**src/smlc_pkg.sv**
```systemverilog
package smlc_pkg;
  // Serial control frame: read flag, 6-bit address, 24-bit data, MSB first.
  localparam int           SPI_ADDR_W   = 6;
  localparam int           SPI_DATA_W   = 24;
  localparam logic [4:0]   SPI_HDR_LAST = 5'h06;
  localparam logic [4:0]   SPI_LAST_BIT = 5'h1E;
  localparam logic [5:0]   ADDR_VCO     = 6'h05;
  localparam logic [5:0]   ADDR_MOD     = 6'h06;
  localparam logic [5:0]   ADDR_LD      = 6'h07;
  localparam logic [15:0]  RST_VCO      = 16'h0000;
  localparam logic [23:0]  RST_MOD      = 24'h200B4A;
  localparam logic [23:0]  RST_LD       = 24'h00014D;
  // Modulator configuration fields.
  localparam int           MOD_SEED_LSB = 0;
  localparam int           MOD_ORD_LSB  = 2;
  localparam int           MOD_BYPASS   = 7;
  localparam int           MOD_RELOAD_SEED_ON_FREQ_WRITE = 8;
  localparam int           MOD_SRC_VCO  = 9;
  localparam int           MOD_CLK_DLY  = 10;
  localparam int           MOD_CORE_EN  = 11;
  localparam int           MOD_BIST_EN  = 18;
  localparam int           MOD_BIST_LSB = 19;
  localparam int           MOD_AUTO_CLK = 21;
  localparam logic [23:0]  SEED_ZERO    = 24'h000000;
  localparam logic [23:0]  SEED_LSB     = 24'h000001;
  localparam logic [23:0]  SEED_A       = 24'hB29D08;
  localparam logic [23:0]  SEED_B       = 24'h50F1CD;
  localparam logic [12:0]  BIST_C0      = 13'h0408;
  localparam logic [12:0]  BIST_C1      = 13'h07FF;
  localparam logic [12:0]  BIST_C2      = 13'h0BFF;
  localparam logic [12:0]  BIST_C3      = 13'h0FFF;
  // Lock detect configuration fields.
  localparam int           LD_CNT_LSB   = 0;
  localparam int           LD_EN        = 3;
  localparam int           LD_WIN_DIG   = 6;
  localparam int           LD_DUR_LSB   = 7;
  localparam int           LD_FREQ_LSB  = 10;
  localparam int           LD_TEST      = 12;
  localparam int           LD_RELOCK    = 13;
  localparam int           CLK_PERIOD_NS    = 25;
  localparam int           ANALOG_WIN_NS    = 10;
  localparam int           ANALOG_WIN_CYC   = (ANALOG_WIN_NS + CLK_PERIOD_NS - 1) / CLK_PERIOD_NS;
  localparam int           VCO_WORD_W   = 16;
  localparam logic [3:0]   VCO_LAST_BIT = 4'hF;

  typedef enum logic [1:0] {ORD_FIRST, ORD_SECOND, ORD_T1_B, ORD_T2_A} smlc_order_e;
  typedef enum logic [1:0] {SRC_REF_DIV, SRC_VCO_DIV, SRC_AUX, SRC_VCO_DLY} smlc_clk_src_e;

  typedef struct packed {
    smlc_order_e   order;
    logic          bypass;
    logic          core_enable;
    smlc_clk_src_e clk_src;
    logic          bist_enable;
    logic [12:0]   bist_cycles;
  } smlc_mod_ctrl_s;

  typedef struct packed {
    logic          window_digital;
    logic [7:0]    window_half_cycles;
    logic [1:0]    timer_speed;
    logic          timer_continuous;
  } smlc_ld_ctrl_s;
endpackage : smlc_pkg

```
**src/smlc_lock_ctrl.sv**
```systemverilog
`timescale 1ns/1ps
module smlc_lock_ctrl (
  input  wire logic                     core_clk,       // 40 MHz clock
  input  wire logic                     reset_n,        // Asynchronous reset
  input  wire logic                     spi_sen,        // Serial enable pin, high in frame
  input  wire logic                     spi_sck,        // Serial clock pin
  input  wire logic                     spi_sdi,        // Serial data in pin
  output logic                          spi_sdo,        // Serial data out
  output logic                          spi_sdo_oe,     // High while driving serial data out
  output logic                          vco_sen,        // Subsystem transfer enable
  output logic                          vco_sclk,       // Subsystem transfer clock
  output logic                          vco_sdat,       // Subsystem transfer data, MSB first
  output logic                          vco_xfer_done,  // Pulse at end of a transfer
  input  wire logic                     cal_valid,      // Calibration data strobe
  input  wire logic [8:0]               cal_data,       // Calibration data value
  input  wire logic                     int_write_evt,  // Integer frequency written
  input  wire logic                     frac_write_evt, // Fractional frequency written
  output logic                          cal_start,      // Pulse starting auto calibration
  output logic                          seed_load,      // Pulse loading modulator seed
  output logic [23:0]                   modulator_seed, // Seed value for the modulator
  output smlc_pkg::smlc_mod_ctrl_s      mod_ctrl,       // Modulator controls
  input  wire logic                     ld_sample,      // One divided-VCO count compared
  input  wire logic                     ld_inside,      // That count fell in the window
  output logic                          ld_locked,      // Lock declared
  output logic                          relock_req,     // Pulse requesting one relock
  output smlc_pkg::smlc_ld_ctrl_s       ld_ctrl         // Lock window timer controls
);
  import smlc_pkg::*;
  typedef enum logic {XF_IDLE, XF_SHIFT} smlc_xf_e;
  logic        sen_s1, sen_s2, sck_s1, sck_s2, sck_q, sdi_s1, sdi_s2;
  logic [4:0]  bit_cnt;
  logic [29:0] in_sh;
  logic [23:0] out_sh;
  logic        rd_active;
  logic        sck_rise, sck_fall, wr_stb, rd_load;
  logic [5:0]  wr_addr, rd_addr;
  logic [23:0] wr_data, rd_data;
  logic [15:0] vco_port;
  logic [23:0] mod_cfg, ld_cfg;
  logic        xf_pend, xf_phase, wr_vco, relock_tried;
  logic [3:0]  xf_cnt;
  logic [15:0] xf_sh, ld_cnt, ld_target;
  smlc_xf_e    xf_state;

  // Pins pass two flops before use; sck_q only delays the settled copy.
  always_ff @(posedge core_clk or negedge reset_n) begin
    if (!reset_n) begin
      {sen_s1, sen_s2, sck_s1, sck_s2, sck_q, sdi_s1, sdi_s2} <= 7'h00;
    end else begin
      {sen_s1, sck_s1, sdi_s1} <= {spi_sen, spi_sck, spi_sdi};
      {sen_s2, sck_s2, sdi_s2} <= {sen_s1, sck_s1, sdi_s1};
      sck_q <= sck_s2;
    end
  end

  assign sck_rise = sen_s2 & sck_s2 & ~sck_q;
  assign sck_fall = sen_s2 & ~sck_s2 & sck_q;
  assign wr_stb   = sck_rise && bit_cnt == SPI_LAST_BIT && !in_sh[29];
  assign wr_addr  = in_sh[28:23];
  assign wr_data  = {in_sh[22:0], sdi_s2};
  assign rd_load  = sck_rise && bit_cnt == SPI_HDR_LAST && in_sh[5];
  assign rd_addr  = {in_sh[4:0], sdi_s2};
  assign wr_vco   = wr_stb && wr_addr == ADDR_VCO;

  always_comb begin
    unique case (rd_addr)
      ADDR_VCO: rd_data = {8'h00, vco_port};
      ADDR_MOD: rd_data = mod_cfg;
      ADDR_LD:  rd_data = ld_cfg;
      default:  rd_data = 24'h000000;
    endcase
  end

  always_ff @(posedge core_clk or negedge reset_n) begin
    if (!reset_n) begin
      bit_cnt   <= 5'h00;
      in_sh     <= 30'h00000000;
      out_sh    <= 24'h000000;
      rd_active <= 1'b0;
    end else if (!sen_s2) begin
      bit_cnt   <= 5'h00;
      rd_active <= 1'b0;
    end else if (sck_rise) begin
      in_sh   <= {in_sh[28:0], sdi_s2};
      bit_cnt <= bit_cnt + 5'h01;
      if (rd_load) begin
        out_sh    <= rd_data;
        rd_active <= 1'b1;
      end
    end else if (sck_fall && rd_active && bit_cnt > SPI_HDR_LAST + 5'h01) begin
      out_sh <= {out_sh[22:0], 1'b0};
    end
  end

  assign spi_sdo    = out_sh[23];
  assign spi_sdo_oe = sen_s2 & rd_active;

  always_ff @(posedge core_clk or negedge reset_n) begin
    if (!reset_n) begin
      vco_port <= RST_VCO;
      mod_cfg  <= RST_MOD;
      ld_cfg   <= RST_LD;
    end else begin
      if (wr_vco) begin
        vco_port <= wr_data[VCO_WORD_W-1:0];
      end else if (cal_valid) begin
        vco_port[15:7] <= cal_data;
      end
      if (wr_stb && wr_addr == ADDR_MOD) begin
        mod_cfg <= wr_data;
      end
      if (wr_stb && wr_addr == ADDR_LD) begin
        ld_cfg <= wr_data;
      end
    end
  end

  always_ff @(posedge core_clk or negedge reset_n) begin
    if (!reset_n) begin
      xf_state      <= XF_IDLE;
      xf_pend       <= 1'b0;
      xf_phase      <= 1'b0;
      xf_cnt        <= 4'h0;
      xf_sh         <= 16'h0000;
      vco_xfer_done <= 1'b0;
    end else begin
      vco_xfer_done <= 1'b0;
      unique case (xf_state)
        XF_IDLE: begin
          xf_pend <= wr_vco | cal_valid;
          if (xf_pend) begin
            xf_state <= XF_SHIFT;
            xf_sh    <= vco_port;
            xf_cnt   <= 4'h0;
            xf_phase <= 1'b0;
          end
        end
        XF_SHIFT: begin
          xf_pend  <= xf_pend | wr_vco | cal_valid;
          xf_phase <= ~xf_phase;
          if (xf_phase) begin
            xf_sh  <= {xf_sh[14:0], 1'b0};
            xf_cnt <= xf_cnt + 4'h1;
            if (xf_cnt == VCO_LAST_BIT) begin
              xf_state      <= XF_IDLE;
              vco_xfer_done <= 1'b1;
            end
          end
        end
      endcase
    end
  end
  assign vco_sen  = xf_state == XF_SHIFT;
  assign vco_sclk = xf_phase;
  assign vco_sdat = xf_sh[15];

  always_ff @(posedge core_clk or negedge reset_n) begin
    if (!reset_n) begin
      seed_load      <= 1'b0;
      modulator_seed <= SEED_A;
      cal_start      <= 1'b0;
    end else begin
      cal_start <= mod_cfg[MOD_CORE_EN] ? frac_write_evt : int_write_evt;
      seed_load <= frac_write_evt & mod_cfg[MOD_RELOAD_SEED_ON_FREQ_WRITE];
      if (frac_write_evt && mod_cfg[MOD_RELOAD_SEED_ON_FREQ_WRITE]) begin
        unique case (mod_cfg[MOD_SEED_LSB +: 2])
          2'h0: modulator_seed <= SEED_ZERO;
          2'h1: modulator_seed <= SEED_LSB;
          2'h2: modulator_seed <= SEED_A;
          2'h3: modulator_seed <= SEED_B;
        endcase
      end
    end
  end

  always_comb begin
    mod_ctrl.order       = smlc_order_e'(mod_cfg[MOD_ORD_LSB +: 2]);
    mod_ctrl.bypass      = mod_cfg[MOD_BYPASS];
    mod_ctrl.core_enable = mod_cfg[MOD_CORE_EN];
    if (mod_cfg[MOD_CLK_DLY]) begin
      mod_ctrl.clk_src = SRC_VCO_DLY;
    end else if (mod_cfg[MOD_AUTO_CLK]) begin
      mod_ctrl.clk_src = SRC_AUX;
    end else begin
      mod_ctrl.clk_src = mod_cfg[MOD_SRC_VCO] ? SRC_VCO_DIV : SRC_REF_DIV;
    end
    mod_ctrl.bist_enable = mod_cfg[MOD_BIST_EN];
    unique case (mod_cfg[MOD_BIST_LSB +: 2])
      2'h0: mod_ctrl.bist_cycles = BIST_C0;
      2'h1: mod_ctrl.bist_cycles = BIST_C1;
      2'h2: mod_ctrl.bist_cycles = BIST_C2;
      2'h3: mod_ctrl.bist_cycles = BIST_C3;
    endcase
    // window type and duration in half cycles
    ld_ctrl.window_digital = ld_cfg[LD_WIN_DIG];
    if (ld_cfg[LD_WIN_DIG]) begin
      ld_ctrl.window_half_cycles = 8'h01 << ld_cfg[LD_DUR_LSB +: 3];
    end else begin
      ld_ctrl.window_half_cycles = 8'(2 * ANALOG_WIN_CYC);
    end
    ld_ctrl.timer_speed      = ld_cfg[LD_FREQ_LSB +: 2];
    ld_ctrl.timer_continuous = ld_cfg[LD_TEST];
    unique case (ld_cfg[LD_CNT_LSB +: 3])
      3'h0: ld_target = 16'h0005;
      3'h1: ld_target = 16'h0020;
      3'h2: ld_target = 16'h0060;
      3'h3: ld_target = 16'h0100;
      3'h4: ld_target = 16'h0200;
      3'h5: ld_target = 16'h0800;
      3'h6: ld_target = 16'h2000;
      3'h7: ld_target = 16'hFFFF;
    endcase
  end

  always_ff @(posedge core_clk or negedge reset_n) begin
    if (!reset_n) begin
      ld_cnt       <= 16'h0000;
      ld_locked    <= 1'b0;
      relock_req   <= 1'b0;
      relock_tried <= 1'b0;
    end else begin
      relock_req <= 1'b0;
      if (!ld_cfg[LD_EN]) begin
        ld_cnt    <= 16'h0000;
        ld_locked <= 1'b0;
      end else if (ld_sample && ld_inside) begin
        if ({1'b0, ld_cnt} + 17'h00001 >= {1'b0, ld_target}) begin
          ld_locked    <= 1'b1;
          relock_tried <= 1'b0;
        end else begin
          ld_cnt <= ld_cnt + 16'h0001;
        end
      end else if (ld_sample) begin
        ld_cnt    <= 16'h0000;
        ld_locked <= 1'b0;
        if (ld_locked && ld_cfg[LD_RELOCK] && !relock_tried) begin
          relock_req   <= 1'b1;
          relock_tried <= 1'b1;
        end
      end
    end
  end

  property p_port_layout;
    @(posedge core_clk) disable iff (!reset_n)
      wr_vco |=> vco_port == $past(wr_data[15:0]);
  endproperty
  a_port_layout: assert property (p_port_layout) else $error("port word not stored");
  property p_xfer_start;
    @(posedge core_clk) disable iff (!reset_n)
      wr_vco && xf_state == XF_IDLE |-> ##[1:3] vco_sen;
  endproperty
  a_xfer_start: assert property (p_xfer_start) else $error("transfer not started");
  property p_readback;
    @(posedge core_clk) disable iff (!reset_n)
      rd_load && rd_addr == ADDR_VCO |=> out_sh == {8'h00, $past(vco_port)};
  endproperty
  a_readback: assert property (p_readback) else $error("port readback wrong");
  property p_seed_b;
    @(posedge core_clk) disable iff (!reset_n)
      frac_write_evt && mod_cfg[MOD_RELOAD_SEED_ON_FREQ_WRITE] && mod_cfg[1:0] == 2'h3
      |=> seed_load && modulator_seed == SEED_B;
  endproperty
  a_seed_b: assert property (p_seed_b) else $error("seed constant wrong");
  property p_no_reload;
    @(posedge core_clk) disable iff (!reset_n)
      !mod_cfg[MOD_RELOAD_SEED_ON_FREQ_WRITE] |=> !seed_load && $stable(modulator_seed);
  endproperty
  a_no_reload: assert property (p_no_reload) else $error("seed reloaded while off");
  property p_cal_frac;
    @(posedge core_clk) disable iff (!reset_n)
      frac_write_evt && !int_write_evt && mod_cfg[MOD_CORE_EN] |=> cal_start;
  endproperty
  a_cal_frac: assert property (p_cal_frac) else $error("calibration not started");
  property p_ld_off;
    @(posedge core_clk) disable iff (!reset_n)
      !ld_cfg[LD_EN] |=> !ld_locked && ld_cnt == 16'h0000;
  endproperty
  a_ld_off: assert property (p_ld_off) else $error("lock while disabled");
  property p_relock_once;
    @(posedge core_clk) disable iff (!reset_n)
      relock_req |=> !relock_req && relock_tried;
  endproperty
  a_relock_once: assert property (p_relock_once) else $error("relock repeated");
  property p_cal_fields;
    @(posedge core_clk) disable iff (!reset_n)
      cal_valid && !wr_vco |=> vco_port[6:0] == $past(vco_port[6:0])
        && vco_port[15:7] == $past(cal_data);
  endproperty
  a_cal_fields: assert property (p_cal_fields) else $error("calibration touched id");
  property p_clk_dly;
    @(posedge core_clk) disable iff (!reset_n)
      mod_cfg[MOD_CLK_DLY] |-> mod_ctrl.clk_src == SRC_VCO_DLY;
  endproperty
  a_clk_dly: assert property (p_clk_dly) else $error("clock select ignored");
endmodule : smlc_lock_ctrl

```
**config.mk**
```make
export PLATFORM = sky130hd
export DESIGN_NAME = smlc_lock_ctrl
export DESIGN_NICKNAME = d
export VERILOG_FILES = /design/src/smlc_pkg.sv /design/src/smlc_lock_ctrl.sv
export SDC_FILE = /design/constraint.sdc
export NUM_CORES = 1
export LEC_CHECK = 0
export ABC_CLOCK_PERIOD_IN_PS = 4250
export BUFFER_PORTS_ARGS = -buffer_cell sky130_fd_sc_hd__clkbuf_2
export CAP_MARGIN = 20
export CELL_PAD_IN_SITES_DETAIL_PLACEMENT = 1
export CELL_PAD_IN_SITES_GLOBAL_PLACEMENT = 1
export CORE_MARGIN = 1
export CORE_UTILIZATION = 47
export DETAILED_ROUTE_END_ITERATION = 6
export PLACE_DENSITY = 0.87
export SYNTH_ARGS = -nofsm -noshare
export SYNTH_HDL_FRONTEND = slang
export SYNTH_SLANG_ARGS = --single-unit
```
**constraint.sdc**
```tcl
create_clock -name core_clk -period 4.25 [get_ports core_clk]
set_input_delay 0.2125 -clock core_clk [delete_from_list [all_inputs] [get_ports core_clk]]
set_output_delay 0.2125 -clock core_clk [all_outputs]
set_load 0.1 [all_outputs]
```
==> results of run 1 <==
## what timing repair did
action,in CTS,in global routing
hold endpoints to repair,87,0
buffers inserted,0,0
hold buffers,4,0
## flip-flops by register name, indices dropped and copies added, names as in the netlist, 4 cells and up
| register | flops |
|---|---|
| modulator_seed | 4 |
| xf_sh | 16 |
| bit_cnt | 5 |
| vco_port | 16 |
| xf_cnt | 4 |
| mod_cfg | 24 |
| ld_cfg | 24 |
| ld_cnt | 16 |
| in_sh | 30 |
| out_sh | 24 |
## Yosys cell counts (4+ instances only)
cell type	instances	share of area (%)
buf_1	6	0.25
nor3_1	5	0.27
nor2_1	29	1.2
a221o_1	11	1.2
buf_4	41	3.4
o211ai_1	17	1.4
and2_1	8	0.55
xor2_1	9	0.86
nand2_1	180	7.4
o21ai_1	5	0.27
nor4b_1	4	0.38
buf_2	9	0.49
nand4_1	13	0.89
nand2b_1	10	0.68
dfrtp_1	166	45
mux2_2	56	6.9
inv_1	11	0.45
buf_6	4	0.49
and3_1	7	0.48
nand4b_1	4	0.38
nand3_1	30	1.6
a21o_1	4	0.33
clkbuf_1	35	1.4
dfstp_2	14	4.0
a21oi_1	27	1.5
mux2i_1	44	4.8
xnor2_1	11	1.1
ha_1	23	3.1
o21ai_0	66	3.6
o221ai_1	7	0.67
o22ai_1	4	0.27
## cell usage in the layout (no fill, tap or decap), types with 23 or more instances in the layout
cell type	count
o21ai_0	66
a21oi_1	27
nand2_1	180
mux2_2	56
clkbuf_2	74
dfrtp_1	166
mux2i_1	43
nand3_1	30
nor2_1	29
ha_1	23
## path summary, 6_finish.rpt
kind / from / endpoint / cells after the start
worst min-delay path: int_write_evt / cal_start / 2
worst max-delay path: ld_cnt[0] / relock_tried / 11
worst max register to register: ld_cnt[0] / relock_tried / 11
worst min register to register: sen_s1 / sen_s2 / 0
max in group asynchronous: reset_n / ld_cfg[6] / 3
min in group asynchronous: reset_n / ld_cnt[1] / 2
## cells by family after synthesis
group	Yosys count	synth area share [%]
adders and majority gates	23	3.14
other	2	0.0820
DFF	180	49.4
muxes	102	11.9
AOI/OAI and AO/OA	160	11.0
and+or+nand+nor	310	16.0
xor gates and xnor gates	20	1.91
buffers and inverters	107	6.52
## worst max-delay path, cell delays in order, from the launching register on
cell      delay, ns
dfrtp_1        0.49
ha_1           0.32
nand2_1        0.17
nor4_4         0.38
nand2_1        0.14
xnor2_1        0.17
ha_1           0.33
nand4_1        0.13
o221ai_1       0.19
nand2b_1       0.38
and2_4         0.36
o32a_1         0.34
## where the power goes
group / leakage (nW) / internal, mW / total [mW] / switching (mW)
registers: 2.38 / 1.75 / 1.80 / 0.0523
logic: 2.24 / 0.0585 / 0.233 / 0.175
clock network: 0.274 / 0.778 / 1.54 / 0.766
total: 4.90 / 2.58 / 3.58 / 0.993
## layer usage
layer,routed length (µm),vias up,track usage (%)
li1,-,3146,-
met2,12400,169,43.9
met3,889,36,3.98
met1,10500,3576,32.9
met5,0,-,0
met4,519,0,8.38
## stage by stage
step | util (%) | hold WS [ns] | setup WS, ns | area (µm²) | power (mW)
detailed placement | 50.2 | 0.323 | 0.832 | 9490 | 2.06
CTS | 53.5 | 0.0352 | 0.740 | 10100 | 3.60
global route | 53.5 | 0.0397 | 0.536 | 10100 | 3.67
finish | 53.5 | 0.0422 | 0.727 | 10100 | 3.58
global placement | 50.1 | 0.324 | 0.990 | 9470 | 2.05
floorplan | - | -0.0831 | 1.22 | 9180 | 1.96
## layout make-up
type	instances	area (µm²)	area share (%)
Tap cell	260	325	3.22
Clock buffer	17	425	4.21
Inverter	12	45.0	0.446
Sequential cell	180	4520	44.8
Clock inverter	15	140	1.39
Multi-Input combinational cell	624	4090	40.5
Timing Repair Buffer	92	552	5.46
==> results.ini, run 1 <==
[timing]
min_period_ns = 3.52
timing.fmax_mhz = 284
worst_slew_pin_slew_ns = 0.857
setup_violations = 0
fin_skew_ns = 0.0100
max-slew-margin-rel_pct = 42.7
hold_violations = 0
fin_tns_setup_ns = 0
rsz0062_at_grt = false
final_max_slew_viol_count = 0
post-route-period-util_pct = 82.9

[die]
die_y_um = 142
die_w_um = 142
start_util_pct = 48.5
rows = 50
dieArea_um2 = 20000
core_um2 = 18900
ioPinCount = 85

[pwr]
powerDensity_nw_per_um2 = 354
ir_drop_mv = 0.284
p_leak_nw = 4.90

[critical_path]
crit_arrival_ns = 3.84
startpoint_type = flip-flop
ff2ff_setup_slack_ns = 0.73
critical_path_class = reg -> reg
cp_max_fo = 15
crit_required_ns = 4.57
end_kind = flip-flop

[final_layout]
num_antenna_cells = 0
nFillCells = 2131
final_cells = 1200
area_delta_synth_final_pct = 10.3
drive_above_1_share_pct = 21.9
fin_nets = 969

[route]
drtPass1Iterations = 5
drc = 0
drtAntennaViolNets = 0
finalWirelength_um = 24300
vias = 6927
via_per_inst = 5.77
drt_iter0_drc = 476
avgRoutedWirePerCell_um = 20.2

[clock_tree]
cts_buffers = 17
ctsResizeCount = 0
insertion_delay_ns = 0.44
cts_tree = done
clk_pin_slew_ns = 0.08
numClockSinks = 180
clk_path_buf_depth = 2
htree_levels = 4
clock-root-buffer = clkbuf_16

[placed_design]
post-place-cells = 1164
portBuffers = 75
place.gp.congestion = 0.831
hpwl_um = 15400

[grt]
first_global_vias = 7443
grt.overflow.total = 0
antenna_found_initial = 0
grt_start_max_net_pins = 94
grt_usage_pct = 25.5
grt_pass1_wl_um = 39900

[yosys]
async_flop_share_pct = 100
synth_top_flop_cell = dfrtp_1
yosysUniqueCellTypes = 62
seq_area_frac_synth_pct = 49.4
synth_area_um2 = 9160
ys_warn_count = 0
avgSynthCellArea_um2 = 10.1
syn_inst = 904
ys_seq_elements = 180
synth-edff-count = 0

[flow_run]
maxCapViolCount = 0

[hold_path]
min_path_type = in -> reg

[run_status]
status = finished, final reports clean

Note: power is estimated with default switching activity, not from simulation.
==> run 2, diff against run 1 <==
--- a/config.mk
+++ b/config.mk
@@ -5,7 +5,7 @@
 export SDC_FILE = /design/constraint.sdc
 export NUM_CORES = 1
 export LEC_CHECK = 0
-export ABC_CLOCK_PERIOD_IN_PS = 4250
+export ABC_CLOCK_PERIOD_IN_PS = 3300
 export BUFFER_PORTS_ARGS = -buffer_cell sky130_fd_sc_hd__clkbuf_2
 export CAP_MARGIN = 20
 export CELL_PAD_IN_SITES_DETAIL_PLACEMENT = 1
==> constraint.sdc (replaced) <==
create_clock -name core_clk -period 3.3 [get_ports core_clk]
set_input_delay 0.165 -clock core_clk [delete_from_list [all_inputs] [get_ports core_clk]]
set_output_delay 0.165 -clock core_clk [all_outputs]
set_load 0.1 [all_outputs]
==> run 2 against run 1 <==
Power grew 28%. Final area grew 1.3%. First-iteration DRC count shrank 5.9%. Clock skew grew 0.0016 ns. Clock-buffer cell count grew 1. Critical endpoint is now ld_cnt[15]. Critical path depth shrank 1. Sequential power grew 29%. Die area is the same. Hold slack gained 0.0064 ns.
==> results.ini, run 2 (synthesis results as in run 1) <==
[run_status]
status = finished, final reports clean

[die]
die_y_um = 142  ; unchanged
die_w_um = 142  ; unchanged
rows = 50  ; unchanged
start_util_pct = 48.5  ; unchanged
ioPinCount = 85  ; unchanged
dieArea_um2 = 20000  ; unchanged
core_um2 = 18900  ; unchanged

[placed_design]
portBuffers = 75  ; unchanged
post-place-cells = 1175  ; +0.95%
place.gp.congestion = 0.842  ; +1.3%
hpwl_um = 15700  ; +1.6%

[route]
drtAntennaViolNets = 0  ; unchanged
finalWirelength_um = 24700  ; +1.9%
drt_iter0_drc = 448  ; -5.9%
maxUsedRoutingLayer = met4
wl_met3_um = 843  ; -5.2%
drt-met1-wl_um = 10800  ; +2.6%
avgRoutedWirePerCell_um = 20.4  ; +0.67%
drc = 0  ; unchanged
met2WireLength_um = 12500  ; +1.4%
via_per_inst = 5.80  ; +0.53%
vias = 7051  ; +1.8%
drtPass1Iterations = 5  ; unchanged

[pwr]
p_leak_nw = 4.97  ; +1.5%
p_comb_share_pct = 6.7  ; +0.2 points
p_clk_share_pct = 42.8  ; -0.4 points
powerDensity_nw_per_um2 = 448  ; +26%
internal_power_mw = 3.33  ; +29%
swShare_pct = 27.3  ; -0.48 points
ir_drop_mv = 0.423  ; +49%
seqPwrFrac_pct = 50.6  ; +0.3 points
p_switching_mw = 1.25  ; +26%

[critical_path]
max_stage_delay_ns = 0.51  ; +0.02 ns
crit_arrival_ns = 3.49  ; -0.35 ns
crit_required_ns = 3.61  ; -0.96 ns
crit_chain = nand3_1, nor4_4, nand3_1, xnor2_1, ha_1, nand3_1, nor4_4, a21oi_4, and4_1, a221o_1
cpLargestDelayFamily = simple AND/OR/NAND/NOR gates
cpMostUsedCell = nand3_1
end_kind = flip-flop
startpoint_type = flip-flop
path_buf_inv = 0  ; unchanged
critical_path_class = reg -> reg
cpMaxStageDelayCell = dfrtp_1
cp_max_fo = 6  ; -9

[timing]
final_max_slew_viol_count = 0  ; unchanged
setup_violations = 0  ; unchanged
post-route-period-util_pct = 96.3  ; +13 points
max-slew-margin-rel_pct = 35.5  ; -7.2 points
hold_violations = 0  ; unchanged
worst_slew_pin_slew_ns = 0.965  ; +0.107 ns
timing.fmax_mhz = 315  ; +11%
min_period_ns = 3.18  ; -0.346 ns
fin_skew_ns = 0.0117  ; +0.00162 ns
fin_tns_setup_ns = 0  ; unchanged

[clock_tree]
insertion_delay_ns = 0.43  ; about the same
numClockSinks = 180  ; unchanged
clk_pin_slew_ns = 0.08  ; about the same
clk_path_buf_depth = 2  ; unchanged
htree_levels = 4  ; unchanged
clock-root-buffer = clkbuf_16
cts_buffers = 17  ; unchanged
cts_tree = done

[hold_path]
min_path_type = in -> reg

[grt]
first_global_vias = 7417  ; -0.35%
grt_start_max_net_pins = 82  ; -13%
grt.overflow.total = 0  ; unchanged
grt_pass1_wl_um = 40000  ; +0.24%
grt_usage_pct = 25.7  ; +0.20 points
antenna_found_initial = 0  ; unchanged

[final_layout]
final_cells = 1215  ; +1.3%
nFillCells = 2097  ; -1.6%
mostFrequentLayoutCells = nand2_1, dfrtp_1, clkbuf_2
num_antenna_cells = 0  ; unchanged
top_register = in_sh
drive_above_1_share_pct = 23.4  ; +1.4 points
fin_nets = 984  ; +1.5%
final_common_cell = nand2_1
area_delta_synth_final_pct = 11.7
largest_reg_flops = 30  ; unchanged

[flow_run]
maxCapViolCount = 0  ; unchanged

run 2: path summary, 6_finish.rpt:
kind / startpoint / to / slack (ns) / cells past startpoint
min in group asynchronous: reset_n / ld_cnt[1] / 0.34 / 2
worst min register to register: sen_s1 / sen_s2 / 0.35 / 0
max in group asynchronous: reset_n / ld_cfg[2] / 1.91 / 3
worst max register to register: ld_cnt[8] / ld_cnt[15] / 0.12 / 10
worst min-delay path: cal_data[7] / vco_port[14] / 0.05 / 3
worst max-delay path: ld_cnt[8] / ld_cnt[15] / 0.12 / 10
run 2: what timing repair did:
item,in CTS,in global routing
endpoints found under the hold margin,80,0
buffers inserted,0,2
endpoints found under the setup margin,0,15
resized for setup,0,7
hold buffers,6,0
run 2: cell type report:
cell class / instances / area [µm²] / share of cell area, %
timing repair buffer: 107 / 649 / 6.35
sequential: 180 / 4520 / 44.2
multi-input combinational: 624 / 4130 / 40.3
inverter: 12 / 45.0 / 0.440
tap: 260 / 325 / 3.18
clock inverter: 14 / 134 / 1.31
clock buffer: 18 / 429 / 4.19
run 2: per-stage QoR:
step / hold slack [ns] / instance area, µm² / setup slack (ns) / util, % / total power, mW
finish: 0.0486 / 10200 / 0.123 / 54.2 / 4.58
global route: 0.0688 / 10200 / -0.0621 / 54.2 / 4.74
CTS: 0.0417 / 10200 / 0.0405 / 53.9 / 4.61
detailed placement: 0.261 / 9560 / 0.129 / 50.6 / 2.65
global placement: 0.269 / 9560 / 0.302 / 50.6 / 2.64
floorplan: -0.131 / 9180 / 0.269 / - / 2.52
run 2: layer usage:
layer	up-vias	track usage (%)
li1	3195	-
met1	3625	33.3
met2	186	43.7
met3	45	3.85
met4	0	9.51
met5	-	0
run 2: power by group through the flow:
stage | Sequential [mW] | Clock, mW | Combinational [mW]
4_1_cts | 2.32 | 1.99 | 0.309
5_1_grt | 2.32 | 2.08 | 0.334
6_report | 2.32 | 1.96 | 0.306
3_3_place_gp | 2.35 | 0 | 0.289
2_1_floorplan | 2.34 | 0 | 0.182
3_5_place_dp | 2.35 | 0 | 0.296
run 2: worst min-delay path, cell delays in order:
cell and delay (ns):
clkbuf_2 0.08, mux2i_1 0.12, a21oi_1 0.08
==> run 3, diff against run 2 <==
--- a/config.mk
+++ b/config.mk
@@ -5,15 +5,15 @@
 export SDC_FILE = /design/constraint.sdc
 export NUM_CORES = 1
 export LEC_CHECK = 0
-export ABC_CLOCK_PERIOD_IN_PS = 3300
+export ABC_CLOCK_PERIOD_IN_PS = 2800
 export BUFFER_PORTS_ARGS = -buffer_cell sky130_fd_sc_hd__clkbuf_2
 export CAP_MARGIN = 20
 export CELL_PAD_IN_SITES_DETAIL_PLACEMENT = 1
 export CELL_PAD_IN_SITES_GLOBAL_PLACEMENT = 1
 export CORE_MARGIN = 1
-export CORE_UTILIZATION = 47
+export CORE_UTILIZATION = 42
 export DETAILED_ROUTE_END_ITERATION = 6
-export PLACE_DENSITY = 0.87
+export PLACE_DENSITY = 0.83
 export SYNTH_ARGS = -nofsm -noshare
 export SYNTH_HDL_FRONTEND = slang
 export SYNTH_SLANG_ARGS = --single-unit
==> constraint.sdc (replaced) <==
create_clock -name core_clk -period 2.8 [get_ports core_clk]
set_input_delay 0.14 -clock core_clk [delete_from_list [all_inputs] [get_ports core_clk]]
set_output_delay 0.14 -clock core_clk [all_outputs]
set_load 0.1 [all_outputs]
==> run 3 against run 2 <==
The flow now finishes with violations (setup timing). Via count is 0.96% higher. Combinational power is 19% higher. Critical path depth is 3 higher. Register-to-register slack worse by 0.45 ns. Die area is 12% higher. Sequential share of layout area is 1.7 points lower. Hold slack worse by 0.033 ns. Critical endpoint is now ld_cnt[0]. First-iteration DRC count is 7.4% lower. Global-route usage is 1.7 points lower.
==> results.ini, run 3 (synthesis results as in run 1) <==
[run_status]
status = finished with violations
failed_checks = setup timing

[final_layout]
multi_input_area_um2 = 4200  ; +1.9%
seq_area_um2 = 4530  ; about the same
nFillCells = 2356  ; +12%
drive_above_1_share_pct = 27.6  ; +4.2 points
mostFrequentLayoutCells = nand2_1, dfrtp_1, clkbuf_2
final_common_cell = nand2_1
fin_nets = 1019  ; +3.6%
area_delta_synth_final_pct = 16.3
design_area_um2 = 10700  ; +4.1%
largest_reg_flops = 30  ; unchanged
num_antenna_cells = 0  ; unchanged
top_register = in_sh
final_core_util_pct = 50.2  ; -3.9 points

[clock_tree]
clock-root-buffer = clkbuf_16
insertion_delay_ns = 0.45  ; +0.02 ns
cts_tree = done
numClockSinks = 180  ; unchanged
clk_pin_slew_ns = 0.08  ; about the same
clk_path_buf_depth = 2  ; unchanged
htree_levels = 4  ; unchanged
cts_buffers = 17  ; unchanged

[grt]
grtUsageMet3_pct = 4.21  ; +0.36 points
grt_usage_pct = 24.0  ; -1.7 points
grtUsageMet2_pct = 40.9  ; -2.8 points
antenna_found_initial = 0  ; unchanged
grt_pass1_wl_um = 41200  ; +2.9%
grt.overflow.total = 0  ; unchanged
grt_start_max_net_pins = 71  ; -13%
first_global_vias = 7523  ; +1.4%
use_met1_pct = 30.5  ; -2.8 points
grt-busiest-layer = met2

[timing]
timing.fmax_mhz = 320  ; +1.6%
final_max_slew_viol_count = 0  ; unchanged
post-route-period-util_pct = 112  ; +15 points
min_period_ns = 3.13  ; -0.0511 ns
worst_slew_pin_slew_ns = 0.758  ; -0.207 ns
fin_tns_setup_ns = -4.98  ; -4.98 ns
fin_skew_ns = 0.0151  ; +0.00344 ns
hold_violations = 0  ; unchanged
setup_violations = 18  ; +18
max-slew-margin-rel_pct = 49.3  ; +14 points
fin_ws_ns = -0.326  ; -0.449 ns
rsz0062_at_grt = true

[critical_path]
cpLargestDelayFamily = compound AO/OA/AOI/OAI gates
startpoint_type = flip-flop
ff2ff_setup_slack_ns = -0.33  ; -0.45 ns
crit_chain = ha_4, nand2_4, nor4_4, nand4_1, xnor2_2, ha_1, a21o_1, a21o_1, a31o_1, a21oi_4, buf_6, a21oi_2, a221o_1
cp_max_fo = 7  ; +1
crit_arrival_ns = 3.45  ; -0.04 ns
cpMostUsedCell = a21o_1
critical_path_class = reg -> reg
path_buf_inv = 1  ; +1
cpMaxStageDelayCell = dfrtp_1
max_stage_delay_ns = 0.39  ; -0.12 ns
crit_required_ns = 3.12  ; -0.49 ns
end_kind = flip-flop

[route]
vias = 7119  ; +0.96%
finalWirelength_um = 26000  ; +5.2%
drtPass1Iterations = 4  ; -1
drtAntennaViolNets = 0  ; unchanged
drt_iter0_drc = 415  ; -7.4%
via_per_inst = 5.63  ; -3.0%
avgRoutedWirePerCell_um = 20.6  ; +1.0%
drc = 0  ; unchanged

[placed_design]
placedInstanceArea_um2 = 9820  ; +2.7%
place.gp.congestion = 0.861  ; +2.2%
portBuffers = 75  ; unchanged
hpwl_um = 16200  ; +3.2%
dp_slack_ns = -0.237  ; -0.365 ns

[die]
dieArea_um2 = 22400  ; +12%
ioPinCount = 85  ; unchanged
core_um2 = 21200  ; +12%
die_y_um = 150  ; +5.7%
die_w_um = 150  ; +5.7%
rows = 53  ; +6.0%
start_util_pct = 43.2  ; -5.3 points

[hold_path]
min_path_type = in -> reg

[pwr]
ir_drop_mv = 0.385  ; -9.0%
p_leak_nw = 5.20  ; +4.7%
power.total_mw = 5.50  ; +20%
powerDensity_nw_per_um2 = 517  ; +15%

[flow_run]
maxCapViolCount = 0  ; unchanged

## run 3: cell types whose count changed in the layout (fill, tap and decap cells not counted), sizes merged
cell / delta
clkinvlp: +1
inv: -3
buf: +32
clkinv: +3
dlygate4sd3: +1
and2: +1
## run 3: final cells by class
type / instances / area share [%]
Timing Repair Buffer: 141 / 8.88
Tap cell: 275 / 3.23
Sequential cell: 180 / 42.5
Inverter: 12 / 0.423
Clock inverter: 15 / 1.53
Multi-Input combinational cell: 625 / 39.5
Clock buffer: 17 / 3.99
## run 3: worst register-to-register path, stage by stage (launching register included)
cell	delay, ns
dfrtp_1	0.39
ha_4	0.16
nand2_4	0.06
nor4_4	0.34
nand4_1	0.21
xnor2_2	0.20
ha_1	0.31
a21o_1	0.18
a21o_1	0.17
a31o_1	0.23
a21oi_4	0.25
buf_6	0.19
a21oi_2	0.06
a221o_1	0.26
## run 3: timing repair
item                       CTS  global route
pin swaps                   18             6
setup endpoints to repair   18            18
hold buffers                 7             0
gates cloned                 2             0
gates resized for setup     18             3
setup buffers                7             2
hold endpoints to repair    69             0
## run 3: through the flow
step	std cells	hold slack, ns
4_1_cts	1263	0.00952
3_3_place_gp	1215	0.195
2_1_floorplan	911	-0.156
3_5_place_dp	1215	0.198
6_report	1265	0.0154
5_1_grt	1265	0.0154
## run 3: routing by layer
layer  up-vias  wire [µm]
met2       155      13300
met5         -          0
met3        46        951
met4         0        624
li1       3248          -
met1      3670      11200
## run 3: path summary, 6_finish.rpt
path | from | to | cells after the start
worst max-delay path | ld_cnt[1] | ld_cnt[0] | 13
worst min-delay path | cal_data[3] | vco_port[10] | 3
worst max register to register | ld_cnt[1] | ld_cnt[0] | 13
worst min register to register | sdi_s1 | sdi_s2 | 0
max in group asynchronous | reset_n | ld_cfg[2] | 3
min in group asynchronous | reset_n | ld_cnt[7] | 2
## run 3: report_power, final
part	switching (mW)	internal, mW
Clock	1.22	1.19
Sequential	0.0788	2.65
Combinational	0.264	0.0995
Total	1.56	3.94
